<file path="src/l2cms_defs.svh">
// Register offsets, field positions, codes and timing counts for the
// cache maintenance sequencer. Included by package and design modules.
`ifndef L2CMS_DEFS_SVH
`define L2CMS_DEFS_SVH

// Register byte addresses; each 64-bit register spans two words
`define L2CMS_CTRL_LO 12'h620
`define L2CMS_CTRL_HI 12'h624
`define L2CMS_RANGE_LO 12'h628
`define L2CMS_RANGE_HI 12'h62c

// Control register low word fields
`define L2CMS_CMD_LSB 0
`define L2CMS_CMD_MSB 1
`define L2CMS_SEL_LSB 2
`define L2CMS_SEL_MSB 4
`define L2CMS_ACTIVE_BIT 5
`define L2CMS_OUT_LSB 6
`define L2CMS_OUT_MSB 8
`define L2CMS_INIT_DONE_BIT 30
`define L2CMS_PRESENT_BIT 31

// Range register: low word holds address bits 31:6, high word 47:32
`define L2CMS_ADDR_HI_MSB 15
`define L2CMS_COUNT_LSB 16
`define L2CMS_COUNT_MSB 31

// Command, operation and outcome codes
`define L2CMS_CMD_START 2'h1
`define L2CMS_SEL_FLUSH 3'h0
`define L2CMS_SEL_HIT_INV 3'h4
`define L2CMS_SEL_HIT_WRITEBACK_INVALIDATE 3'h5
`define L2CMS_SEL_HIT_WRITEBACK 3'h6
`define L2CMS_OUT_RUNNING 3'h0
`define L2CMS_OUT_OK 3'h1
`define L2CMS_OUT_ERROR 3'h2

// Reset values
`define L2CMS_SEL_RESET 3'h0
`define L2CMS_OUT_RESET 3'h0

// Timing: clock period and tag-init start delay, both in ns
`define L2CMS_CLK_NS 100
`define L2CMS_INIT_DELAY_NS 3200
`define L2CMS_INIT_DELAY_CYC \
  ((`L2CMS_INIT_DELAY_NS + `L2CMS_CLK_NS - 1) / `L2CMS_CLK_NS)

`endif

</file>
<file path="src/l2cms_pkg.sv">
// Types shared by the cache maintenance sequencer modules.
// Assumes l2cms_defs.svh is on the include path.
package l2cms_pkg;
  `include "l2cms_defs.svh"

  typedef logic [2:0] l2cms_sel_t;
  typedef logic [2:0] l2cms_out_t;

  typedef enum logic [2:0] {
    ENG_IDLE,
    ENG_WAIT_INIT,
    ENG_ISSUE,
    ENG_WAIT_RSP
  } l2cms_eng_e;

  typedef enum logic [2:0] {
    INI_SAMPLE,
    INI_DELAY,
    INI_WALK,
    INI_DONE
  } l2cms_ini_e;
endpackage : l2cms_pkg

</file>
<file path="src/l2cms_init_if.sv">
// Status carried from the tag-init sequencer to the maintenance engine.
// Both ends share pclk; no clocking.
`timescale 1ns/1ps
interface l2cms_init_if;
  logic busy;
  logic done;
  modport seq (output busy, output done);
  modport ctl (input busy, input done);
endinterface : l2cms_init_if

</file>
<file path="src/l2cms_tag_init.sv">
// Automatic tag-array initialisation after reset.
// Assumes straps are stable around reset release and tag port is on pclk.
`timescale 1ns/1ps
`include "l2cms_defs.svh"
module l2cms_tag_init
  import l2cms_pkg::*;
#(
  parameter int TAG_ENTRIES = 8192,
  parameter int DELAY_CYC = `L2CMS_INIT_DELAY_CYC,
  parameter int IDX_W = $clog2(TAG_ENTRIES)
) (
  // Clock and reset
  input wire logic pclk,
  input wire logic presetn,
  // Straps and blockers
  input wire logic hw_init_inhibit,
  input wire logic hw_init_enable,
  input wire logic mbist_busy,
  // Tag clear port
  output logic tag_clr_valid,
  output logic [IDX_W-1:0] tag_clr_index,
  input wire logic tag_clr_ready,
  // Status to the engine
  l2cms_init_if.seq st
);
  l2cms_ini_e state;
  logic [31:0] delay_cnt;

  if (TAG_ENTRIES < 2 || DELAY_CYC < 1) begin : g_chk
    $error("l2cms_tag_init: bad TAG_ENTRIES or DELAY_CYC");
  end

  // Straps caught on the first clocked cycle after release
  always_ff @(posedge pclk or negedge presetn) begin
    if (!presetn) begin
      state <= INI_SAMPLE;
      delay_cnt <= 32'h0;
      tag_clr_index <= '0;
    end else begin
      unique case (state)
        INI_SAMPLE: begin
          state <= (!hw_init_inhibit && hw_init_enable) ? INI_DELAY
                                                        : INI_DONE;
        end
        INI_DELAY: begin
          if (delay_cnt >= 32'(DELAY_CYC - 1) && !mbist_busy) begin
            state <= INI_WALK;
          end else if (delay_cnt < 32'(DELAY_CYC - 1)) begin
            delay_cnt <= delay_cnt + 32'h1;
          end
        end
        INI_WALK: begin
          if (tag_clr_ready) begin
            if (tag_clr_index == IDX_W'(TAG_ENTRIES - 1)) begin
              state <= INI_DONE;
            end else begin
              tag_clr_index <= tag_clr_index + IDX_W'(1);
            end
          end
        end
        INI_DONE: state <= INI_DONE;
      endcase
    end
  end

  assign tag_clr_valid = (state == INI_WALK);
  assign st.busy = (state != INI_DONE);
  assign st.done = (state == INI_DONE);
endmodule : l2cms_tag_init

</file>
<file path="src/l2cms_sequencer.sv">
// Cache maintenance sequencer: APB registers, flush and ranged walk
// engine, and hold-off of coherent requests during tag init.
// Assumes APB master on pclk and a cache that acks each line op once.
`timescale 1ns/1ps
`include "l2cms_defs.svh"
// Function
// - Control register shows a read-only presence bit set to one.
// - Select field bits 4:2; code 0x0 flushes the whole cache.
// - Codes 0x4, 0x5, 0x6 select hit inv, wb-inv, wb per line.
// - Command field bits 1:0; writing 0x1 starts the selected operation.
// - Outcome bits 8:6 read 0x0 while running, 0x1 on clean finish.
// - Range start line address sits in range register bits 47:6.
// - Line count sits in range register bits 63:48.
// - Ranged walk applies the action to exactly the programmed count.
// - Maintenance starts only from a software command write.
// - Coherent requests are held out while tag init runs.
module l2cms_sequencer
  import l2cms_pkg::*;
#(
  parameter int CACHE_LINES = 131072,
  parameter int TAG_ENTRIES = 8192,
  parameter int INIT_DELAY_CYC = `L2CMS_INIT_DELAY_CYC,
  parameter int COH_W = 64
) (
  // Clock and reset
  input wire logic pclk,
  input wire logic presetn,
  // APB slave
  input wire logic [11:0] paddr,
  input wire logic psel,
  input wire logic penable,
  input wire logic pwrite,
  input wire logic [31:0] pwdata,
  input wire logic [3:0] pstrb,
  output logic pready,
  output logic [31:0] prdata,
  output logic pslverr,
  // Line maintenance requests to the cache
  output logic maint_req_valid,
  input wire logic maint_req_ready,
  output logic maint_req_flush,
  output logic [2:0] maint_req_op,
  output logic [47:6] maint_req_addr,
  input wire logic maint_rsp_valid,
  input wire logic maint_rsp_err,
  // Tag init straps, blockers and clear port
  input wire logic hw_init_inhibit,
  input wire logic hw_init_enable,
  input wire logic mbist_busy,
  output logic tag_clr_valid,
  output logic [$clog2(TAG_ENTRIES)-1:0] tag_clr_index,
  input wire logic tag_clr_ready,
  // Coherent request path into the pipeline
  input wire logic coh_in_valid,
  output logic coh_in_ready,
  input wire logic [COH_W-1:0] coh_in_data,
  output logic coh_out_valid,
  input wire logic coh_out_ready,
  output logic [COH_W-1:0] coh_out_data,
  // Status
  output logic init_busy
);
  localparam int LINE_W = $clog2(CACHE_LINES);

  if (CACHE_LINES < 2 || CACHE_LINES > (1 << 30) || COH_W < 1)
  begin : g_chk
    $error("l2cms_sequencer: unsupported CACHE_LINES or COH_W");
  end

  if (TAG_ENTRIES < 2 || INIT_DELAY_CYC < 1) begin : g_chk_init
    $error("l2cms_sequencer: unsupported TAG_ENTRIES or INIT_DELAY_CYC");
  end

  // Software-visible state
  l2cms_sel_t op_select;
  l2cms_out_t op_outcome;
  logic op_active;
  logic [47:6] range_start;
  logic [15:0] range_count;

  // Engine state
  l2cms_eng_e eng;
  l2cms_sel_t run_sel;
  logic [47:6] cur_addr;
  // One bit wider than the count so the walk cannot wrap
  logic [16:0] remaining;
  logic [LINE_W-1:0] flush_idx;
  logic run_err;

  // APB decode
  logic setup;
  logic wr_take;
  logic hit_ctrl_lo;
  logic hit_ctrl_hi;
  logic hit_rng_lo;
  logic hit_rng_hi;
  logic hit_any;
  logic start_cmd;
  logic [31:0] ctrl_lo_wdata;
  logic [31:0] rng_lo_wdata;
  logic [31:0] rng_hi_wdata;
  logic [31:0] rd_mux;

  // Init status reaches the engine through the interface
  l2cms_init_if init_st ();

  l2cms_tag_init #(
    .TAG_ENTRIES(TAG_ENTRIES),
    .DELAY_CYC(INIT_DELAY_CYC)
  ) u_tag_init (
    .pclk(pclk),
    .presetn(presetn),
    .hw_init_inhibit(hw_init_inhibit),
    .hw_init_enable(hw_init_enable),
    .mbist_busy(mbist_busy),
    .tag_clr_valid(tag_clr_valid),
    .tag_clr_index(tag_clr_index),
    .tag_clr_ready(tag_clr_ready),
    .st(init_st.seq)
  );

  // Byte-lane merge of a write into a stored word
  function automatic logic [31:0] merge_lanes(input logic [31:0] old_w,
                                              input logic [31:0] new_w,
                                              input logic [3:0] strb);
    logic [31:0] res;
    res = old_w;
    for (int b = 0; b < 4; b++) begin
      if (strb[b]) begin
        res[b*8 +: 8] = new_w[b*8 +: 8];
      end
    end
    return res;
  endfunction : merge_lanes

  // Per-line codes; anything else except flush is refused
  function automatic logic is_ranged(input l2cms_sel_t s);
    return s == `L2CMS_SEL_HIT_INV || s == `L2CMS_SEL_HIT_WRITEBACK_INVALIDATE ||
           s == `L2CMS_SEL_HIT_WRITEBACK;
  endfunction : is_ranged

  function automatic logic is_known(input l2cms_sel_t s);
    return s == `L2CMS_SEL_FLUSH || is_ranged(s);
  endfunction : is_known

  assign setup = psel && !penable;
  assign wr_take = psel && penable && pwrite;
  assign hit_ctrl_lo = paddr == `L2CMS_CTRL_LO;
  assign hit_ctrl_hi = paddr == `L2CMS_CTRL_HI;
  assign hit_rng_lo = paddr == `L2CMS_RANGE_LO;
  assign hit_rng_hi = paddr == `L2CMS_RANGE_HI;
  // Upper control word is mapped but reads zero
  assign hit_any = hit_ctrl_lo || hit_ctrl_hi || hit_rng_lo || hit_rng_hi;

  // Zero-wait slave: data and error are ready by the access phase
  assign pready = 1'b1;

  assign ctrl_lo_wdata = merge_lanes(32'h0, pwdata, pstrb);
  assign rng_lo_wdata = merge_lanes({range_start[31:6], 6'h0}, pwdata,
                                    pstrb);
  assign rng_hi_wdata = merge_lanes({range_count, range_start[47:32]},
                                    pwdata, pstrb);

  // Only a software write of the start code can launch the engine
  assign start_cmd = wr_take && hit_ctrl_lo && pstrb[0] &&
                     pwdata[`L2CMS_CMD_MSB:`L2CMS_CMD_LSB] ==
                     `L2CMS_CMD_START && !op_active;

  always_comb begin
    rd_mux = 32'h0;
    if (hit_ctrl_lo) begin
      rd_mux[`L2CMS_PRESENT_BIT] = 1'b1;
      rd_mux[`L2CMS_INIT_DONE_BIT] = init_st.done;
      rd_mux[`L2CMS_SEL_MSB:`L2CMS_SEL_LSB] = op_select;
      rd_mux[`L2CMS_ACTIVE_BIT] = op_active;
      rd_mux[`L2CMS_OUT_MSB:`L2CMS_OUT_LSB] = op_outcome;
    end else if (hit_rng_lo) begin
      rd_mux = {range_start[31:6], 6'h0};
    end else if (hit_rng_hi) begin
      rd_mux = {range_count, range_start[47:32]};
    end
  end

  // Read data and error latched in the setup cycle
  // so prdata stands still through the access phase
  always_ff @(posedge pclk or negedge presetn) begin
    if (!presetn) begin
      prdata <= 32'h0;
      pslverr <= 1'b0;
    end else if (setup) begin
      prdata <= pwrite ? 32'h0 : rd_mux;
      pslverr <= !hit_any;
    end
  end

  // Select field; frozen while an operation runs
  always_ff @(posedge pclk or negedge presetn) begin
    if (!presetn) begin
      op_select <= `L2CMS_SEL_RESET;
    end else if (wr_take && hit_ctrl_lo && pstrb[0] && !op_active) begin
      op_select <= ctrl_lo_wdata[`L2CMS_SEL_MSB:`L2CMS_SEL_LSB];
    end
  end

  // Range register; the engine copies it at start, so edits are safe
  always_ff @(posedge pclk or negedge presetn) begin
    if (!presetn) begin
      range_start <= '0;
      range_count <= 16'h0;
    end else if (wr_take && hit_rng_lo) begin
      range_start[31:6] <= rng_lo_wdata[31:6];
    end else if (wr_take && hit_rng_hi) begin
      range_start[47:32] <= rng_hi_wdata[`L2CMS_ADDR_HI_MSB:0];
      range_count <=
        rng_hi_wdata[`L2CMS_COUNT_MSB:`L2CMS_COUNT_LSB];
    end
  end

  // Select written together with the start command takes effect now
  l2cms_sel_t start_sel;
  assign start_sel = ctrl_lo_wdata[`L2CMS_SEL_MSB:`L2CMS_SEL_LSB];

  // Flush walks every index; a ranged walk counts down its copy
  logic last_line;
  logic finish;
  assign last_line = (run_sel == `L2CMS_SEL_FLUSH)
                     ? (flush_idx == LINE_W'(CACHE_LINES - 1))
                     : (remaining == 17'h1);

  // Walk engine
  always_ff @(posedge pclk or negedge presetn) begin
    if (!presetn) begin
      eng <= ENG_IDLE;
      run_sel <= `L2CMS_SEL_RESET;
      cur_addr <= '0;
      remaining <= 17'h0;
      flush_idx <= '0;
    end else begin
      unique case (eng)
        ENG_IDLE: begin
          if (start_cmd && is_known(start_sel)) begin
            run_sel <= start_sel;
            cur_addr <= range_start;
            remaining <= {1'b0, range_count};
            flush_idx <= '0;
            // Empty range finishes at once and never reaches the cache
            if (!is_ranged(start_sel) || range_count != 16'h0) begin
              eng <= ENG_WAIT_INIT;
            end
          end
        end
        ENG_WAIT_INIT: begin
          // Tag walk owns the arrays until it is finished
          if (!init_st.busy) begin
            eng <= ENG_ISSUE;
          end
        end
        ENG_ISSUE: begin
          if (maint_req_ready) begin
            eng <= ENG_WAIT_RSP;
          end
        end
        ENG_WAIT_RSP: begin
          if (maint_rsp_valid) begin
            if (last_line) begin
              eng <= ENG_IDLE;
            end else begin
              eng <= ENG_ISSUE;
              flush_idx <= flush_idx + LINE_W'(1);
              cur_addr <= cur_addr + 42'h1;
              remaining <= remaining - 17'h1;
            end
          end
        end
      endcase
    end
  end

  assign finish = eng == ENG_WAIT_RSP && maint_rsp_valid && last_line;

  // Error from any line makes the outcome an error
  // Cleared at start so an old error cannot taint the next run
  always_ff @(posedge pclk or negedge presetn) begin
    if (!presetn) begin
      run_err <= 1'b0;
    end else if (start_cmd) begin
      run_err <= 1'b0;
    end else if (eng == ENG_WAIT_RSP && maint_rsp_valid && maint_rsp_err)
    begin
      run_err <= 1'b1;
    end
  end

  // Active and outcome: outcome reads running while active, and from reset until the first start
  always_ff @(posedge pclk or negedge presetn) begin
    if (!presetn) begin
      op_active <= 1'b0;
      op_outcome <= `L2CMS_OUT_RESET;
    end else if (start_cmd) begin
      if (!is_known(start_sel)) begin
        op_outcome <= `L2CMS_OUT_ERROR;
      end else if (is_ranged(start_sel) && range_count == 16'h0) begin
        op_outcome <= `L2CMS_OUT_OK;
      end else begin
        op_active <= 1'b1;
        op_outcome <= `L2CMS_OUT_RUNNING;
      end
    end else if (finish) begin
      op_active <= 1'b0;
      op_outcome <= (run_err || maint_rsp_err) ? `L2CMS_OUT_ERROR
                                               : `L2CMS_OUT_OK;
    end
  end

  // Line request outputs
  assign maint_req_valid = (eng == ENG_ISSUE);
  assign maint_req_flush = (run_sel == `L2CMS_SEL_FLUSH);
  assign maint_req_op = run_sel;
  // Flush carries the line index in the address field
  always_comb begin
    maint_req_addr = cur_addr;
    if (run_sel == `L2CMS_SEL_FLUSH) begin
      maint_req_addr = 42'(flush_idx);
    end
  end

  // Coherent hold-off; data passes untouched, handshakes are gated
  // Data is left ungated: low valid is enough and saves a mux stage
  assign init_busy = init_st.busy;
  assign coh_out_valid = coh_in_valid && !init_st.busy;
  assign coh_in_ready = coh_out_ready && !init_st.busy;
  assign coh_out_data = coh_in_data;
endmodule : l2cms_sequencer

</file>
<file path="config.mk">
export PLATFORM = sky130hd
export DESIGN_NAME = l2cms_sequencer
export DESIGN_NICKNAME = d
export VERILOG_FILES = /design/src/l2cms_pkg.sv /design/src/l2cms_init_if.sv /design/src/l2cms_tag_init.sv /design/src/l2cms_sequencer.sv
export VERILOG_INCLUDE_DIRS = /design/src /design/src/src
export SDC_FILE = /design/constraint.sdc
export NUM_CORES = 1
export LEC_CHECK = 0
export BUFFER_PORTS_ARGS = -buffer_cell sky130_fd_sc_hd__clkbuf_2
export CORE_MARGIN = 5
export CORE_UTILIZATION = 40
export DETAILED_ROUTE_END_ITERATION = 10
export GPL_TIMING_DRIVEN = 0
export SLEW_MARGIN = 20
export SYNTH_ARGS = -nofsm -noshare
export SYNTH_HDL_FRONTEND = slang
export SYNTH_SLANG_ARGS = --single-unit
</file>
<file path="constraint.sdc">
create_clock -name pclk -period 6.6 [get_ports pclk]
set_input_delay 0.99 -clock pclk [delete_from_list [all_inputs] [get_ports pclk]]
set_output_delay 0.99 -clock pclk [all_outputs]
set_load 0.05 [all_outputs]
</file>
==> impl_metrics.toml <==
[clock_tree]
post_cts_resized = 0
cts_tree = "yes"
clk_path_buf_depth = 3
ctsHtreeMaxLevel = 1
tritoncts.num_buffers = 26
hold_buffers = 0
cts_sinks = 226
worstSkewPairLatency_ns = 0.54
cts.clk_slew.worst_paths_ns = 0.06
cts_setup_buffers = 0
root_buffer = "clkbuf_16"

[drt]
wl_per_cell_um = 22.07
wirelength_mm = 41.16
drt_pre_antenna_iters = 5
num_vias = 10880
ant_nets = 0
drtIter0Drc = 937
avgViaCountPerCell = 5.835
drc_errors = 0

[synthesis]
async_flop_share = 1.000
synth_area_um2 = 11960
synth-seq-area-share = 0.4730
avgSynthCellArea_um2 = 9.939
yosys.area_share.simple = 0.1654
ys_top_cells_by_area = "dfrtp_1, mux2_2, buf_4"
synth_top_family_by_area = "compound AO/OA/AOI/OAI gates"
yosys_warnings = 0
synth_common_cells = "dfrtp_1, nand2_1, nor2_1"
synth_area_leader_cell = "dfrtp_1"
muxShareOfSynthArea = 0.07786
yosys.area_share.adder = 0.008162
ys_ff_latch = 226
ys_types = 73
synth_xor_area_frac = 0.01392
ys.flop_type = "dfrtp_1"
yosysMostFrequentCell = "dfrtp_1"
synth_edf_count = 0
synth_compound_gate_area_share = 0.1788
syn_inst = 1203
synth_top_cell_area_share = 0.4730
syn-num-nets = 1336

[placed_design]
gp_congestion = 0.9478
dpl-instance-area_um2 = 13620
hpwlAfterDp_mm = 30.83
io_buffer_count = 222
place_ws_ns = 2.767

[global_routing]
grt_use_met1 = 0.3400
top_usage_layer = "met2"
met2_usage = 0.3672
antenna_found_initial = 0
grt.total_usage = 0.2365
grt_max_degree = 88
grt_pass1_wl_mm = 62.69
grt_pass1_vias = 10550
grt-ovfl-total = 0
grt_use_met3 = 0.04701

[setup_path]
cp.arrival_ns = 3.16
path_max_fanout = 10
crit_start = "maint_req_op[1]"
critPathKind = "reg -> out"
start_kind = "flip-flop"
regToRegStartpoint = "flush_idx[4]"
required_ns = 5.61
critPathCaptureType = "output pin"

[sta]
setup-tns-final_ns = 0
slew_headroom = 0.3320
period_needed_ns = 4.153
skew_ns = 0.01666
worst_pin_slew_ns = 0.9929
report.final.slew_viol_count = 0
setup_viol = 0
fin_crit_sh = 0.6292
grt_setup_unrepaired = "false"
fin_ws_ns = 2.447
max_freq_mhz = 240.8
hold_violations = 0

[floorplan]
fp.dieArea_um2 = 33450
die_y_um = 182.9
start_util = 0.4045
boundaryPins = 288
core_um2 = 29560
fp-row-count = 63
die_w_um = 182.9

[final_layout]
syn_to_final_growth_pct = 20.94
fin_area_um2 = 14460
diodes = 0
fin_nets = 1588
drive_gt1_frac = 0.2983

[power]
peakVddDrop_v = 0.0001652
power.leakage_nw = 6.763
powerDensity_nw_per_um2 = 271.4
power_mw = 3.925

[job]
cap_violations = 0

[run_status]
status = "completed"

[min_path]
hold_path_class = "in -> async"
==> routing by layer <==
layer	up-vias	wire, um
li1	4904	-
met5	-	0
met4	0	1250
met1	5321	17780
met3	92	3901
met2	566	18220
==> sequential cells by signal (all words and copies together) (netlist names) <==
signal / count
maint_req_op: 3
op_active: 1
u_tag_init.state: 2
op_outcome: 2
range_count: 16
u_tag_init.delay_cnt: 32
flush_idx: 17
pslverr: 1
remaining: 17
run_err: 1
range_start: 42
u_tag_init.tag_clr_index: 13
prdata: 32
cur_addr: 42
eng: 2
op_select: 3
==> kinds of logic after synthesis <==
family | count (synthesis)
flops | 226
mux | 82
buf+inv | 183
compound gates | 303
other cells | 1
fa+ha+maj | 8
xor+xnor | 19
simple gates | 381
==> final cells by class <==
cell class	instances	area [um^2]
clock inverters	11	71.32
well taps	390	488.0
repair buffers	224	1175
plain buffers	161	903.4
fillers	2815	15100
flip-flops and latches	226	5655
clock buffers	37	763.2
inverters	22	82.58
multi-input cells	794	5321
==> final timing paths <==
path | endpoint | slack (ns) | cells after the start
max | maint_req_addr[22] | 2.45 | 5
max in group asynchronous | cur_addr[15] | 4.90 | 3
min | prdata[2] | 0.45 | 1
min reg2reg | u_tag_init.delay_cnt[19] | 0.46 | 1
min in group pclk | u_tag_init.delay_cnt[19] | 0.46 | 1
max reg2reg | remaining[8] | 3.07 | 10
==> metrics by stage <==
stage	util	cells	hold WS [ns]
finish	0.4892	1865	0.4508
global route	0.4892	1865	0.4760
detailed placement	0.4607	1817	0.4476
global placement	0.4586	1815	0.4411
floorplan	-	1203	0.4294
CTS	0.4890	1865	0.4613
==> critical path, stage by stage, from the launching register on <==
cell and delay (ns):
dfrtp_1 0.40, nor3_1 0.57, clkbuf_1 0.52, clkbuf_1 0.47, mux2_2 0.42, clkbuf_2 0.24
==> power by group <==
part	switching (mW)	internal [mW]	total [mW]
combinational	0.533	0.278	0.811
sequential	0.189	1.52	1.71
clock	0.601	0.807	1.41
==> layout by cell type (no fill, tap or decap), types with 6 or more instances in the layout <==
cell       instances
dfrtp_1          226
clkbuf_2         221
buf_4             69
o31ai_1            8
xnor2_1           13
nand2b_1           6
nor4_1            23
o21ai_0           43
mux2_1            13
or4_1              8
and3_1            23
nand4_1           38
ha_1               7
mux2_2            65
o22a_1            32
a41oi_1           11
nand3_1           34
clkbuf_8           6
clkbuf_16         27
a2bb2oi_1         11
a22oi_1           44
inv_1             22
a31oi_1           29
nor2b_1           25
xor2_1             6
a21oi_1           55
buf_2             20
nor2_1            80
nor3_1            20
o22ai_1           18
o2bb2a_1           7
clkbuf_1          72
nand2_1           85
or3_1              8
and2_1             9
Power figures use the tool's default switching activity.
